**config.mk**
```make
export PLATFORM = sky130hd
export DESIGN_NAME = oaf_core
export DESIGN_NICKNAME = d
export VERILOG_FILES = /design/src/common/oaf_pkg.sv /design/src/design/oaf_core.sv /design/src/design/oaf_flag_alu.sv /design/src/design/oaf_offset.sv
export VERILOG_INCLUDE_DIRS = /design/src /design/src/common
export SDC_FILE = /design/constraint.sdc
export NUM_CORES = 1
export LEC_CHECK = 0
export ABC_AREA = 1
export ABC_CLOCK_PERIOD_IN_PS = 7100
export CAP_MARGIN = 20
export CORE_AREA = 2 2 149 151
export DETAILED_ROUTE_END_ITERATION = 10
export DIE_AREA = 0 0 151 153
export DONT_BUFFER_PORTS = 1
export PLACE_DENSITY = 0.59
export SYNTH_ARGS = -nofsm -noshare
export SYNTH_HDL_FRONTEND = slang
export SYNTH_SLANG_ARGS = --single-unit
```
**constraint.sdc**
```tcl
create_clock -name clock -period 7.1 [get_ports clock]
set_clock_uncertainty 0.1 [all_clocks]
set_input_delay 1.42 -clock clock [delete_from_list [all_inputs] [get_ports clock]]
set_output_delay 1.42 -clock clock [all_outputs]
set_load 0.1 [all_outputs]
```
**src/common/oaf_regs.svh**
```systemverilog
// Register offsets, field positions, reset values for operand address block
`ifndef OAF_REGS_SVH
`define OAF_REGS_SVH
`define OAF_FLAG_OFS 12'h000
`define OAF_STAT_OFS 12'h004
`define OAF_SEG_OFS 12'h008
`define OAF_FLAG_RESET 16'h0002
`define OAF_CF_BIT 0
`define OAF_SF_BIT 7
`define OAF_TF_BIT 8
`define OAF_IF_BIT 9
`define OAF_DF_BIT 10
`define OAF_OF_BIT 11
`define OAF_FLAG_WMASK 16'h0FD5
`define OAF_STEP_VEC 8'h01
`endif

```
**src/common/oaf_pkg.sv**
```systemverilog
// Types shared by the operand address and flags block
package oaf_pkg;
  typedef enum logic [1:0] {
    OAF_SEG_EXTRA = 2'h0,
    OAF_SEG_CODE = 2'h1,
    OAF_SEG_STACK = 2'h2,
    OAF_SEG_DATA = 2'h3
  } oaf_seg_t;
  typedef enum logic [2:0] {
    OAF_REF_FETCH = 3'h0,
    OAF_REF_STACK = 3'h1,
    OAF_REF_DATA = 3'h2,
    OAF_REF_STRDST = 3'h3,
    OAF_REF_ALTDATA = 3'h4
  } oaf_ref_t;
  typedef enum logic [2:0] {
    OAF_MODE_DIRECT = 3'h0,
    OAF_MODE_INDIRECT = 3'h1,
    OAF_MODE_BASED = 3'h2,
    OAF_MODE_INDEXED = 3'h3,
    OAF_MODE_BIDX = 3'h4,
    OAF_MODE_BIDXD = 3'h5
  } oaf_mode_t;
  typedef enum logic [2:0] {
    OAF_ST_IDLE = 3'b001,
    OAF_ST_ARMED = 3'b010,
    OAF_ST_TRAP = 3'b100
  } oaf_step_t;
endpackage : oaf_pkg

```
**src/design/oaf_core.sv**
```systemverilog
// Operand address generation with flag word and APB access
`timescale 1ns/1ps
`include "oaf_regs.svh"
module oaf_core
  import oaf_pkg::*;
(
  // Clock and reset
  input wire logic clock,
  input wire logic rst_n,
  // APB slave
  input wire logic psel,
  input wire logic penable,
  input wire logic pwrite,
  input wire logic [11:0] paddr,
  input wire logic [31:0] pwdata,
  output logic [31:0] prdata,
  output logic pready,
  output logic pslverr,
  // Address request from decoder
  input wire logic addr_req,
  input wire oaf_mode_t mode,
  input wire oaf_ref_t ref_kind,
  input wire logic base_is_frame,
  input wire logic index_is_dest,
  input wire logic indirect_is_index,
  input wire logic disp_is_byte,
  input wire logic [15:0] disp,
  input wire logic ovr_valid,
  input wire oaf_seg_t ovr_seg,
  input wire logic [15:0] general_base,
  input wire logic [15:0] frame_base,
  input wire logic [15:0] src_index,
  input wire logic [15:0] dest_index,
  // Address result to translation stage
  output logic addr_valid,
  output oaf_seg_t addr_seg,
  output logic [15:0] addr_offset,
  // Operand source select
  input wire logic opnd_is_imm,
  input wire logic [15:0] imm_value,
  input wire logic [15:0] reg_value,
  output logic [15:0] opnd_value,
  // Result flag update from execution
  input wire logic res_valid,
  input wire logic res_is_word,
  input wire logic res_is_sub,
  input wire logic [15:0] res_opa,
  input wire logic [15:0] res_opb,
  input wire logic [15:0] res_value,
  // Flag load and flag ops from execution
  input wire logic flag_load,
  input wire logic [15:0] flag_load_value,
  input wire logic set_dir,
  input wire logic clr_dir,
  input wire logic set_ie,
  input wire logic clr_ie,
  // String index step
  input wire logic str_step,
  input wire logic str_is_word,
  output logic [15:0] src_index_next,
  output logic [15:0] dest_index_next,
  // Instruction retire and interrupt handling
  input wire logic instr_done,
  input wire logic intr_req,
  input wire logic [7:0] intr_vec,
  output logic int_take,
  output logic [7:0] int_vector,
  // Flag word view
  output logic [15:0] flag_word
);
  logic [15:0] flag_q;
  logic [15:0] flag_d;
  logic [15:0] off_w;
  oaf_seg_t seg_w;
  logic sign_w;
  logic ovf_w;
  oaf_step_t step_q;
  oaf_step_t step_d;
  logic int_take_q;
  logic [7:0] int_vec_q;
  logic addr_valid_q;
  oaf_seg_t addr_seg_q;
  logic [15:0] addr_off_q;
  logic [15:0] opnd_q;
  logic [15:0] stride;
  logic [31:0] prdata_q;
  logic [7:0] int_count_q;
  logic wr_flag;
  logic rd_acc;
  logic trap_fire;
  logic intr_fire;

  // Decode of one aligned APB word address
  function automatic logic hit(input logic [11:0] a, input logic [11:0] o);
    hit = (a[11:2] == o[11:2]);
  endfunction : hit

  oaf_offset u_offset (
    .mode(mode),
    .ref_kind(ref_kind),
    .base_is_frame(base_is_frame),
    .index_is_dest(index_is_dest),
    .indirect_is_index(indirect_is_index),
    .disp_is_byte(disp_is_byte),
    .disp(disp),
    .general_base(general_base),
    .frame_base(frame_base),
    .src_index(src_index),
    .dest_index(dest_index),
    .ovr_valid(ovr_valid),
    .ovr_seg(ovr_seg),
    .offset(off_w),
    .seg(seg_w)
  );

  oaf_flag_alu u_flag_alu (
    .is_word(res_is_word),
    .is_sub(res_is_sub),
    .opa(res_opa),
    .opb(res_opb),
    .result(res_value),
    .sign(sign_w),
    .ovf(ovf_w)
  );

  // APB: zero wait states, every access answers at once
  assign pready = 1'b1;
  assign wr_flag = psel && penable && pwrite && hit(paddr, `OAF_FLAG_OFS);
  assign rd_acc = psel && !pwrite;
  assign prdata = prdata_q;

  // Unmapped addresses flag an error in the access phase
  assign pslverr = psel && penable && !hit(paddr, `OAF_FLAG_OFS) &&
                   !hit(paddr, `OAF_STAT_OFS) && !hit(paddr, `OAF_SEG_OFS);

  // Read data captured in setup so it is a flop in the access phase
  always_ff @(posedge clock)
  begin
    if (!rst_n)
      prdata_q <= 32'h0000_0000;
    else if (rd_acc && !penable)
    begin
      if (hit(paddr, `OAF_FLAG_OFS))
        prdata_q <= {16'h0000, flag_q};
      else if (hit(paddr, `OAF_STAT_OFS))
        prdata_q <= {16'h0000, int_vec_q, int_count_q};
      else if (hit(paddr, `OAF_SEG_OFS))
        prdata_q <= {14'h0000, addr_seg_q, addr_off_q};
      else
        prdata_q <= 32'h0000_0000;
    end
  end

  // Trap fires after the instruction following the arming one
  assign trap_fire = (step_q == OAF_ST_ARMED) && flag_q[`OAF_TF_BIT] &&
                     instr_done;
  // Maskable request only with interrupt flag set, trap first
  assign intr_fire = intr_req && flag_q[`OAF_IF_BIT] && instr_done &&
                     !trap_fire;

  // Flag word: software writes lose to hardware updates in that cycle
  always_comb
  begin
    flag_d = flag_q;
    if (wr_flag)
      flag_d = (pwdata[15:0] & `OAF_FLAG_WMASK) | `OAF_FLAG_RESET;
    if (flag_load)
      flag_d = (flag_load_value & `OAF_FLAG_WMASK) | `OAF_FLAG_RESET;
    if (set_dir)
      flag_d[`OAF_DF_BIT] = 1'b1;
    if (clr_dir)
      flag_d[`OAF_DF_BIT] = 1'b0;
    if (set_ie)
      flag_d[`OAF_IF_BIT] = 1'b1;
    if (clr_ie)
      flag_d[`OAF_IF_BIT] = 1'b0;
    if (res_valid)
    begin
      flag_d[`OAF_SF_BIT] = sign_w;
      flag_d[`OAF_OF_BIT] = ovf_w;
    end
    // Taking any interrupt clears trap and interrupt enable
    if (trap_fire || intr_fire)
    begin
      flag_d[`OAF_TF_BIT] = 1'b0;
      flag_d[`OAF_IF_BIT] = 1'b0;
    end
  end

  always_ff @(posedge clock)
  begin
    if (!rst_n)
      flag_q <= `OAF_FLAG_RESET;
    else
      flag_q <= flag_d;
  end

  // Single-step sequencer; arm waits one retire so the setting
  // instruction itself is not trapped
  always_comb
  begin
    step_d = step_q;
    unique case (step_q)
      OAF_ST_IDLE:
        if (flag_q[`OAF_TF_BIT] && instr_done)
          step_d = OAF_ST_ARMED;
      OAF_ST_ARMED:
        if (!flag_q[`OAF_TF_BIT])
          step_d = OAF_ST_IDLE;
        else if (instr_done)
          step_d = OAF_ST_TRAP;
      OAF_ST_TRAP:
        step_d = OAF_ST_IDLE;
      default:
        step_d = OAF_ST_IDLE;
    endcase
  end

  always_ff @(posedge clock)
  begin
    if (!rst_n)
      step_q <= OAF_ST_IDLE;
    else
      step_q <= step_d;
  end

  // Interrupt take pulse and vector
  always_ff @(posedge clock)
  begin
    if (!rst_n)
    begin
      int_take_q <= 1'b0;
      int_vec_q <= 8'h00;
    end
    else
    begin
      int_take_q <= trap_fire || intr_fire;
      if (trap_fire)
        int_vec_q <= `OAF_STEP_VEC;
      else if (intr_fire)
        int_vec_q <= intr_vec;
    end
  end

  // Count of interrupts taken, wraps
  always_ff @(posedge clock)
  begin
    if (!rst_n)
      int_count_q <= 8'h00;
    else if (trap_fire || intr_fire)
      int_count_q <= 8'(int_count_q + 8'h01);
  end

  // Segment id and offset registered side by side
  always_ff @(posedge clock)
  begin
    if (!rst_n)
    begin
      addr_valid_q <= 1'b0;
      addr_seg_q <= OAF_SEG_DATA;
      addr_off_q <= 16'h0000;
    end
    else
    begin
      addr_valid_q <= addr_req;
      if (addr_req)
      begin
        addr_seg_q <= seg_w;
        addr_off_q <= off_w;
      end
    end
  end

  // Operand source: immediate or general register
  always_ff @(posedge clock)
  begin
    if (!rst_n)
      opnd_q <= 16'h0000;
    else
      opnd_q <= opnd_is_imm ? imm_value : reg_value;
  end

  // String index step; registers wrap inside the 64K segment
  assign stride = str_is_word ? 16'h0002 : 16'h0001;
  assign src_index_next = !str_step ? src_index :
    flag_q[`OAF_DF_BIT] ? 16'(src_index - stride) :
    16'(src_index + stride);
  assign dest_index_next = !str_step ? dest_index :
    flag_q[`OAF_DF_BIT] ? 16'(dest_index - stride) :
    16'(dest_index + stride);

  assign addr_valid = addr_valid_q;
  assign addr_seg = addr_seg_q;
  assign addr_offset = addr_off_q;
  assign opnd_value = opnd_q;
  assign int_take = int_take_q;
  assign int_vector = int_vec_q;
  assign flag_word = flag_q;

  chk_sign_follows: assert property (@(posedge clock)
    disable iff (!rst_n) res_valid |=> flag_q[`OAF_SF_BIT] ==
    $past(res_is_word ? res_value[15] : res_value[7]))
    else $error("sign flag mismatch");
  chk_ovf_follows: assert property (@(posedge clock)
    disable iff (!rst_n) res_valid |=> flag_q[`OAF_OF_BIT] == $past(ovf_w))
    else $error("overflow flag mismatch");
  chk_trap_clears: assert property (@(posedge clock)
    disable iff (!rst_n) trap_fire |=> !flag_q[`OAF_TF_BIT] && int_take &&
    int_vector == `OAF_STEP_VEC)
    else $error("trap did not clear");
  chk_intr_masked: assert property (@(posedge clock)
    disable iff (!rst_n) instr_done && !flag_q[`OAF_IF_BIT] && !trap_fire |=>
    !int_take)
    else $error("interrupt taken while masked");
  chk_dir_step: assert property (@(posedge clock) disable iff (!rst_n)
    str_step && flag_q[`OAF_DF_BIT] |->
    dest_index_next == 16'(dest_index - (str_is_word ? 16'h0002 : 16'h0001)))
    else $error("direction step wrong");
  chk_fetch_code: assert property (@(posedge clock) disable iff (!rst_n)
    addr_req && ref_kind == OAF_REF_FETCH |=>
    addr_valid && addr_seg == OAF_SEG_CODE)
    else $error("fetch not on code segment");
  chk_frame_stack: assert property (@(posedge clock)
    disable iff (!rst_n) addr_req && !ovr_valid && ref_kind == OAF_REF_DATA &&
    mode == OAF_MODE_BASED && base_is_frame |=> addr_seg == OAF_SEG_STACK)
    else $error("frame base not on stack");
  chk_override_wins: assert property (@(posedge clock)
    disable iff (!rst_n) addr_req && ovr_valid && ref_kind == OAF_REF_DATA
    |=> addr_seg == $past(ovr_seg))
    else $error("override ignored");
  chk_wrap_sum: assert property (@(posedge clock) disable iff (!rst_n)
    addr_req && mode == OAF_MODE_BIDX && !base_is_frame && !index_is_dest
    |=> addr_offset == 16'($past(general_base) + $past(src_index)))
    else $error("offset sum wrong");
  chk_operand_pick: assert property (@(posedge clock)
    disable iff (!rst_n) opnd_is_imm |=> opnd_value == $past(imm_value))
    else $error("operand source wrong");
  cov_trap: cover property (@(posedge clock) disable iff (!rst_n)
    trap_fire);
  cov_intr: cover property (@(posedge clock) disable iff (!rst_n)
    intr_fire);
  cov_override: cover property (@(posedge clock) disable iff (!rst_n)
    addr_req && ovr_valid);
  cov_dec: cover property (@(posedge clock) disable iff (!rst_n)
    str_step && flag_q[`OAF_DF_BIT]);
endmodule : oaf_core

```
**src/design/oaf_flag_alu.sv**
```systemverilog
// Sign and overflow derivation from a result
`timescale 1ns/1ps
module oaf_flag_alu
(
  // Operation result
  input wire logic is_word,
  input wire logic is_sub,
  input wire logic [15:0] opa,
  input wire logic [15:0] opb,
  input wire logic [15:0] result,
  // Derived flags
  output logic sign,
  output logic ovf
);
  logic sa;
  logic sb;
  logic sr;

  assign sa = is_word ? opa[15] : opa[7];
  assign sb = (is_word ? opb[15] : opb[7]) ^ is_sub;
  assign sr = is_word ? result[15] : result[7];
  // Top bit of the result width
  assign sign = sr;
  // Signed overflow: like-signed inputs giving another sign
  assign ovf = (sa == sb) && (sr != sa);
endmodule : oaf_flag_alu

```
**src/design/oaf_offset.sv**
```systemverilog
// Effective offset adder and default segment picker
`timescale 1ns/1ps
module oaf_offset
  import oaf_pkg::*;
(
  // Operand selection
  input wire oaf_mode_t mode,
  input wire oaf_ref_t ref_kind,
  input wire logic base_is_frame,
  input wire logic index_is_dest,
  input wire logic indirect_is_index,
  input wire logic disp_is_byte,
  input wire logic [15:0] disp,
  // Register contents
  input wire logic [15:0] general_base,
  input wire logic [15:0] frame_base,
  input wire logic [15:0] src_index,
  input wire logic [15:0] dest_index,
  // Override prefix
  input wire logic ovr_valid,
  input wire oaf_seg_t ovr_seg,
  // Results
  output logic [15:0] offset,
  output oaf_seg_t seg
);
  logic [15:0] disp_ext;
  logic [15:0] base_val;
  logic [15:0] idx_val;
  logic base_used;

  // Byte displacement sign extended before the add
  assign disp_ext = disp_is_byte ? {{8{disp[7]}}, disp[7:0]} : disp;
  assign base_val = base_is_frame ? frame_base : general_base;
  assign idx_val = index_is_dest ? dest_index : src_index;

  // Sum of the chosen elements; 16-bit wrap drops carry
  always_comb
  begin
    base_used = 1'b0;
    offset = 16'h0000;
    unique case (mode)
      OAF_MODE_DIRECT: offset = disp_ext;
      OAF_MODE_INDIRECT:
      begin
        offset = indirect_is_index ? idx_val : base_val;
        base_used = !indirect_is_index;
      end
      OAF_MODE_BASED:
      begin
        offset = 16'(base_val + disp_ext);
        base_used = 1'b1;
      end
      OAF_MODE_INDEXED: offset = 16'(idx_val + disp_ext);
      OAF_MODE_BIDX:
      begin
        offset = 16'(base_val + idx_val);
        base_used = 1'b1;
      end
      OAF_MODE_BIDXD:
      begin
        offset = 16'(base_val + idx_val + disp_ext);
        base_used = 1'b1;
      end
      default: offset = disp_ext;
    endcase
  end

  // Implicit segment choice, then prefix override
  always_comb
  begin
    seg = OAF_SEG_DATA;
    if (ref_kind == OAF_REF_FETCH)
      seg = OAF_SEG_CODE;
    else if (ref_kind == OAF_REF_STACK)
      seg = OAF_SEG_STACK;
    else if (ref_kind == OAF_REF_STRDST || ref_kind == OAF_REF_ALTDATA)
      seg = OAF_SEG_EXTRA;
    else if (base_used && base_is_frame)
      seg = OAF_SEG_STACK;
    // Fetch and string destination ignore prefixes
    if (ovr_valid && ref_kind != OAF_REF_FETCH &&
        ref_kind != OAF_REF_STRDST)
      seg = ovr_seg;
  end
endmodule : oaf_offset

```
==> impl.org <==
** Logic synthesis
- The netlist uses 58 different library cells.
- Yosys mapped a number of flops with a built-in enable equal to 0.
- Cells taking the most area after synthesis :: sky130_fd_sc_hd__dfxtp_1 (20%), sky130_fd_sc_hd__nand2_1 (17%), sky130_fd_sc_hd__ha_1 (9.6%)
- Mapped Area :: between 8000 and 9000 um2
- After synthesis, flip-flops and latches occupy 20.24% of the total area.
- The synthesized design spends more area on one cell type than any other, namely sky130_fd_sc_hd__dfxtp_1.
- Post-synthesis sequential element count :: between 80 and 90
- Flip-flop cell with the highest count after synthesis :: sky130_fd_sc_hd__dfxtp_1
- For this run, asynchronously set or reset flops after synthesis account for 0%.
- Of the post-synthesis cell area, the dominant cell type holds 20.24%.
- The average instance in the mapped netlist occupies 6.113 um2.
- Post-Synthesis Cells :: about 1.3k
- During synthesis, Yosys emitted a total of 0 warnings.

** Finish
- Cells fill between 40% and 50% of the core in the end.
- From synthesis to final layout, the design area changed by 7.928%.
- NumNets Final :: around 1.6k
- Diode insertion count for antenna repair :: 0
- Fraction of layout cells with a size suffix above 1 :: 7.312%
- The count of cells in the finished layout, fillers not included, comes to between 1.5k and 2k.

** Routing
- DRC violation count after routing :: 0
- The first detailed-routing pass ran for 5 iterations.
- WL/cell :: 17.36 um
- Routed WL :: approximately 28 mm
- Via-per-instance ratio :: ~5.4
- Number of nets with antenna violations after routing :: 0
- Routed vias :: about 8.6k
- Iteration-0 DRC count of the detailed router :: a little over 500

** Global routing
- Entering global routing, the biggest net connects 37 pins.
- After global routing the overflow that remains totals 0.
- Wire length of the first global-routing pass :: 43.03 mm
- Global routing used 23.34% of the available tracks across all layers.
- Initial antenna violation count :: 0
- The number of global-route vias before repair is around 8k.

** Clock tree
- After clock tree synthesis, the clock-pin slew on the worst setup and hold paths is around 0.06 ns.
- Post-CTS timing repair inserted 0 buffers for setup.
- Number of sinks driven by the clock tree :: between 80 and 90
- Number of buffers added by the clock tree synthesis step :: 9
- The root buffer cell chosen for the clock tree is sky130_fd_sc_hd__clkbuf_16.
- No sink is reached through more buffers than the 2 on the longest clock path.
- CTS H-tree depth :: 3
- After clock tree synthesis, the repair step resized 0 gates.
- Insertion delay of the later-clocked pin in the worst-skew pair :: 0.33 ns
- Number of hold-repair buffers added at the cts stage :: 0
- TritonCTS built the clock tree.

** Flow run
- The tool flagged a number of max-cap violations equal to 0.

** Timing
- Final TNS setup :: 0 ns
- For the pin with the worst max-slew slack, the measured transition is between 1 and 1.5 ns.
- Setup violations remaining at the end of the flow were counted as 0.
- Setup slack on the critical path of the routed design comes to 1.498 ns.
- The routed design could run at a clock period as short as ~5.6 ns.
- For this run, the top clock speed supported by timing is around 0.18 GHz.
- The total count of max-transition violations in the final report came to 0.
- Final worst hold slack :: slightly below 0.4 ns
- Max-Slew Margin vs Limit :: ~22%
- In the finished design, the share of the clock period the worst path needs comes to about four fifths.
- The final count of hold timing violations came to 0.
- Unrepaired setup endpoints after global routing :: no

** Placed design
- Cell Count Post-Placement :: roughly 1.6k
- Number of port buffers :: 0
- Estimated wirelength of the detail-placed design :: 23.01 mm
- Post-placement setup slack :: 1.513 ns
- Final GP Congestion :: 0.9562

** Die
- The die is approximately 150 um wide.
- Placeable core area :: 21,490 um2
- Floorplan die area :: approximately 23,000 um2
- IO Pins :: 386
- Die extent in y :: 153 um
- The initial utilization of the core area, before any placement, comes to between 30% and 40%.
- The floorplan has 54 rows.

** Pwr
- For this design the static power due to leakage is between 4 and 5 nW.
- VDD sags by at most around 0.00014 V.
- Dividing total power by cell area gives a power density of 213.7 nW/um2.

** Worst setup path
- Worst Path Max Fanout :: 3
- Critical Path End Type :: primary output
- Worst endpoint data arrival time :: 4.08 ns
- STA classifies the critical path startpoint as a primary input.
- The critical path in this run is classified as in -> out.
- Required time at the worst-slack endpoint :: approximately 5.6 ns

** Hold path
- Type of the worst min-delay path :: reg -> reg

** Status
- Status :: finished clean
==> cells in the final DEF, fill, tap and decap left out, types with 6 or more instances in the layout <==
cell type                   instances
sky130_fd_sc_hd__clkbuf_16         10
sky130_fd_sc_hd__a21o_1             9
sky130_fd_sc_hd__o211ai_1          11
sky130_fd_sc_hd__o21ai_2           24
sky130_fd_sc_hd__conb_1            22
sky130_fd_sc_hd__o21ai_0           93
sky130_fd_sc_hd__buf_4             10
sky130_fd_sc_hd__dfxtp_1           81
sky130_fd_sc_hd__nor2_1           106
sky130_fd_sc_hd__a21oi_1          105
sky130_fd_sc_hd__o2111ai_1          9
sky130_fd_sc_hd__or2_2             12
sky130_fd_sc_hd__nor3_1            11
sky130_fd_sc_hd__a31oi_1           19
sky130_fd_sc_hd__nand2_1          377
sky130_fd_sc_hd__a22oi_1            6
sky130_fd_sc_hd__ha_1              62
sky130_fd_sc_hd__nand3_1           94
sky130_fd_sc_hd__xor2_1            12
sky130_fd_sc_hd__a211oi_1           7
sky130_fd_sc_hd__inv_1            130
sky130_fd_sc_hd__xnor2_1           11
==> sequential cells by signal, summed over array words and instances (netlist names), 2 cells and up <==
register     count
addr_seg         2
flag_word        9
opnd_value      16
step_q           3
prdata          18
addr_offset     16
int_vector       8
int_count_q      8
==> final timing paths <==
| kind | start | slack (ns) | endpoint | cells past startpoint |
|---|---|---|---|---|
| setup reg to reg | flag_word[9] | 4.52 | int_count_q[7] | 7 |
| hold reg to reg | int_count_q[6] | 0.40 | int_count_q[6] | 1 |
| hold / removal | int_count_q[6] | 0.40 | int_count_q[6] | 1 |
| setup / recovery | src_index[0] | 1.50 | src_index_next[12] | 14 |
==> stage by stage <==
| stage | total power [mW] | instance area (um2) |
|---|---|---|
| 4_1_cts | 1.874 | 8722 |
| 6_report | 1.871 | 8755 |
| 5_1_grt | 1.976 | 8755 |
| 3_5_place_dp | 1.431 | 8439 |
| 2_1_floorplan | 1.306 | 8187 |
| 3_3_place_gp | 1.428 | 8439 |
==> power by group <==
part | switching [mW] | internal (mW)
Sequential | 0.186 | 0.486
Combinational | 0.560 | 0.199
Clock | 0.199 | 0.242
Total | 0.945 | 0.927
==> routing by layer <==
layer | wire [um] | up-vias | track usage [%]
met3 | 2686 | 21 | 6.836
li1 | - | 4380 | -
met4 | 393 | 0 | 3.560
met5 | 0 | - | 0
met2 | 12950 | 346 | 39.31
met1 | 11620 | 3890 | 30.04
==> cell usage after synthesis, types with 4 or more instances <==
| cell | instances |
|---|---|
| sky130_fd_sc_hd__a21oi_1 | 105 |
| sky130_fd_sc_hd__o21ai_0 | 115 |
| sky130_fd_sc_hd__or2_2 | 12 |
| sky130_fd_sc_hd__ha_1 | 62 |
| sky130_fd_sc_hd__a21o_1 | 9 |
| sky130_fd_sc_hd__fa_1 | 4 |
| sky130_fd_sc_hd__dfxtp_1 | 82 |
| sky130_fd_sc_hd__nand3_1 | 94 |
| sky130_fd_sc_hd__xor2_1 | 14 |
| sky130_fd_sc_hd__o21bai_1 | 4 |
| sky130_fd_sc_hd__nor2_1 | 106 |
| sky130_fd_sc_hd__o21ai_1 | 4 |
| sky130_fd_sc_hd__xnor2_1 | 11 |
| sky130_fd_sc_hd__inv_1 | 130 |
| sky130_fd_sc_hd__nor3_1 | 13 |
| sky130_fd_sc_hd__o2111ai_1 | 9 |
| sky130_fd_sc_hd__nand3b_1 | 5 |
| sky130_fd_sc_hd__nand2_1 | 377 |
| sky130_fd_sc_hd__a31oi_1 | 21 |
| sky130_fd_sc_hd__o211ai_1 | 11 |
| sky130_fd_sc_hd__clkbuf_1 | 34 |
| sky130_fd_sc_hd__a41oi_1 | 5 |
| sky130_fd_sc_hd__inv_2 | 4 |
| sky130_fd_sc_hd__a211oi_1 | 7 |
| sky130_fd_sc_hd__o31ai_1 | 5 |
| sky130_fd_sc_hd__nand4_1 | 4 |
| sky130_fd_sc_hd__buf_4 | 24 |
| sky130_fd_sc_hd__a22oi_1 | 6 |
==> area by class of cell <==
cell class / instances / area [um2]
clock buffer: 9 / 225.2
clock inverter: 7 / 57.56
fill: 2375 / 12730
inverter: 138 / 523.0
multi-input combinational: 1064 / 5823
sequential: 82 / 1643
tap: 280 / 350.3
timing repair buffer: 13 / 132.6
==> cells by family after synthesis <==
group / count (synthesis) / synth area share (%)
AND/OR/NAND/NOR: 630 / 32.64
multiplexers: 2 / 0.2468
XOR/XNOR: 26 / 2.900
other: 2 / 0.09258
buffers and inverters: 201 / 10.60
flip-flops: 82 / 20.24
adder cells (fa/ha/maj): 66 / 10.55
AO/OA/AOI/OAI: 318 / 22.74
==> worst max-delay path: stages <==
cell and delay (ns):
sky130_fd_sc_hd__inv_1 0.06, sky130_fd_sc_hd__ha_1 0.14, sky130_fd_sc_hd__inv_1 0.06, sky130_fd_sc_hd__fa_1 0.40
sky130_fd_sc_hd__nand3_1 0.08, sky130_fd_sc_hd__nand3_1 0.11, sky130_fd_sc_hd__a31oi_1 0.31, sky130_fd_sc_hd__o21ai_0 0.20
sky130_fd_sc_hd__nand2_1 0.09, sky130_fd_sc_hd__nand2_1 0.08, sky130_fd_sc_hd__nand3_1 0.08, sky130_fd_sc_hd__nand2_1 0.06
sky130_fd_sc_hd__xor2_1 0.15, sky130_fd_sc_hd__o21ai_2 0.83
Power figures use the tool's default switching activity.
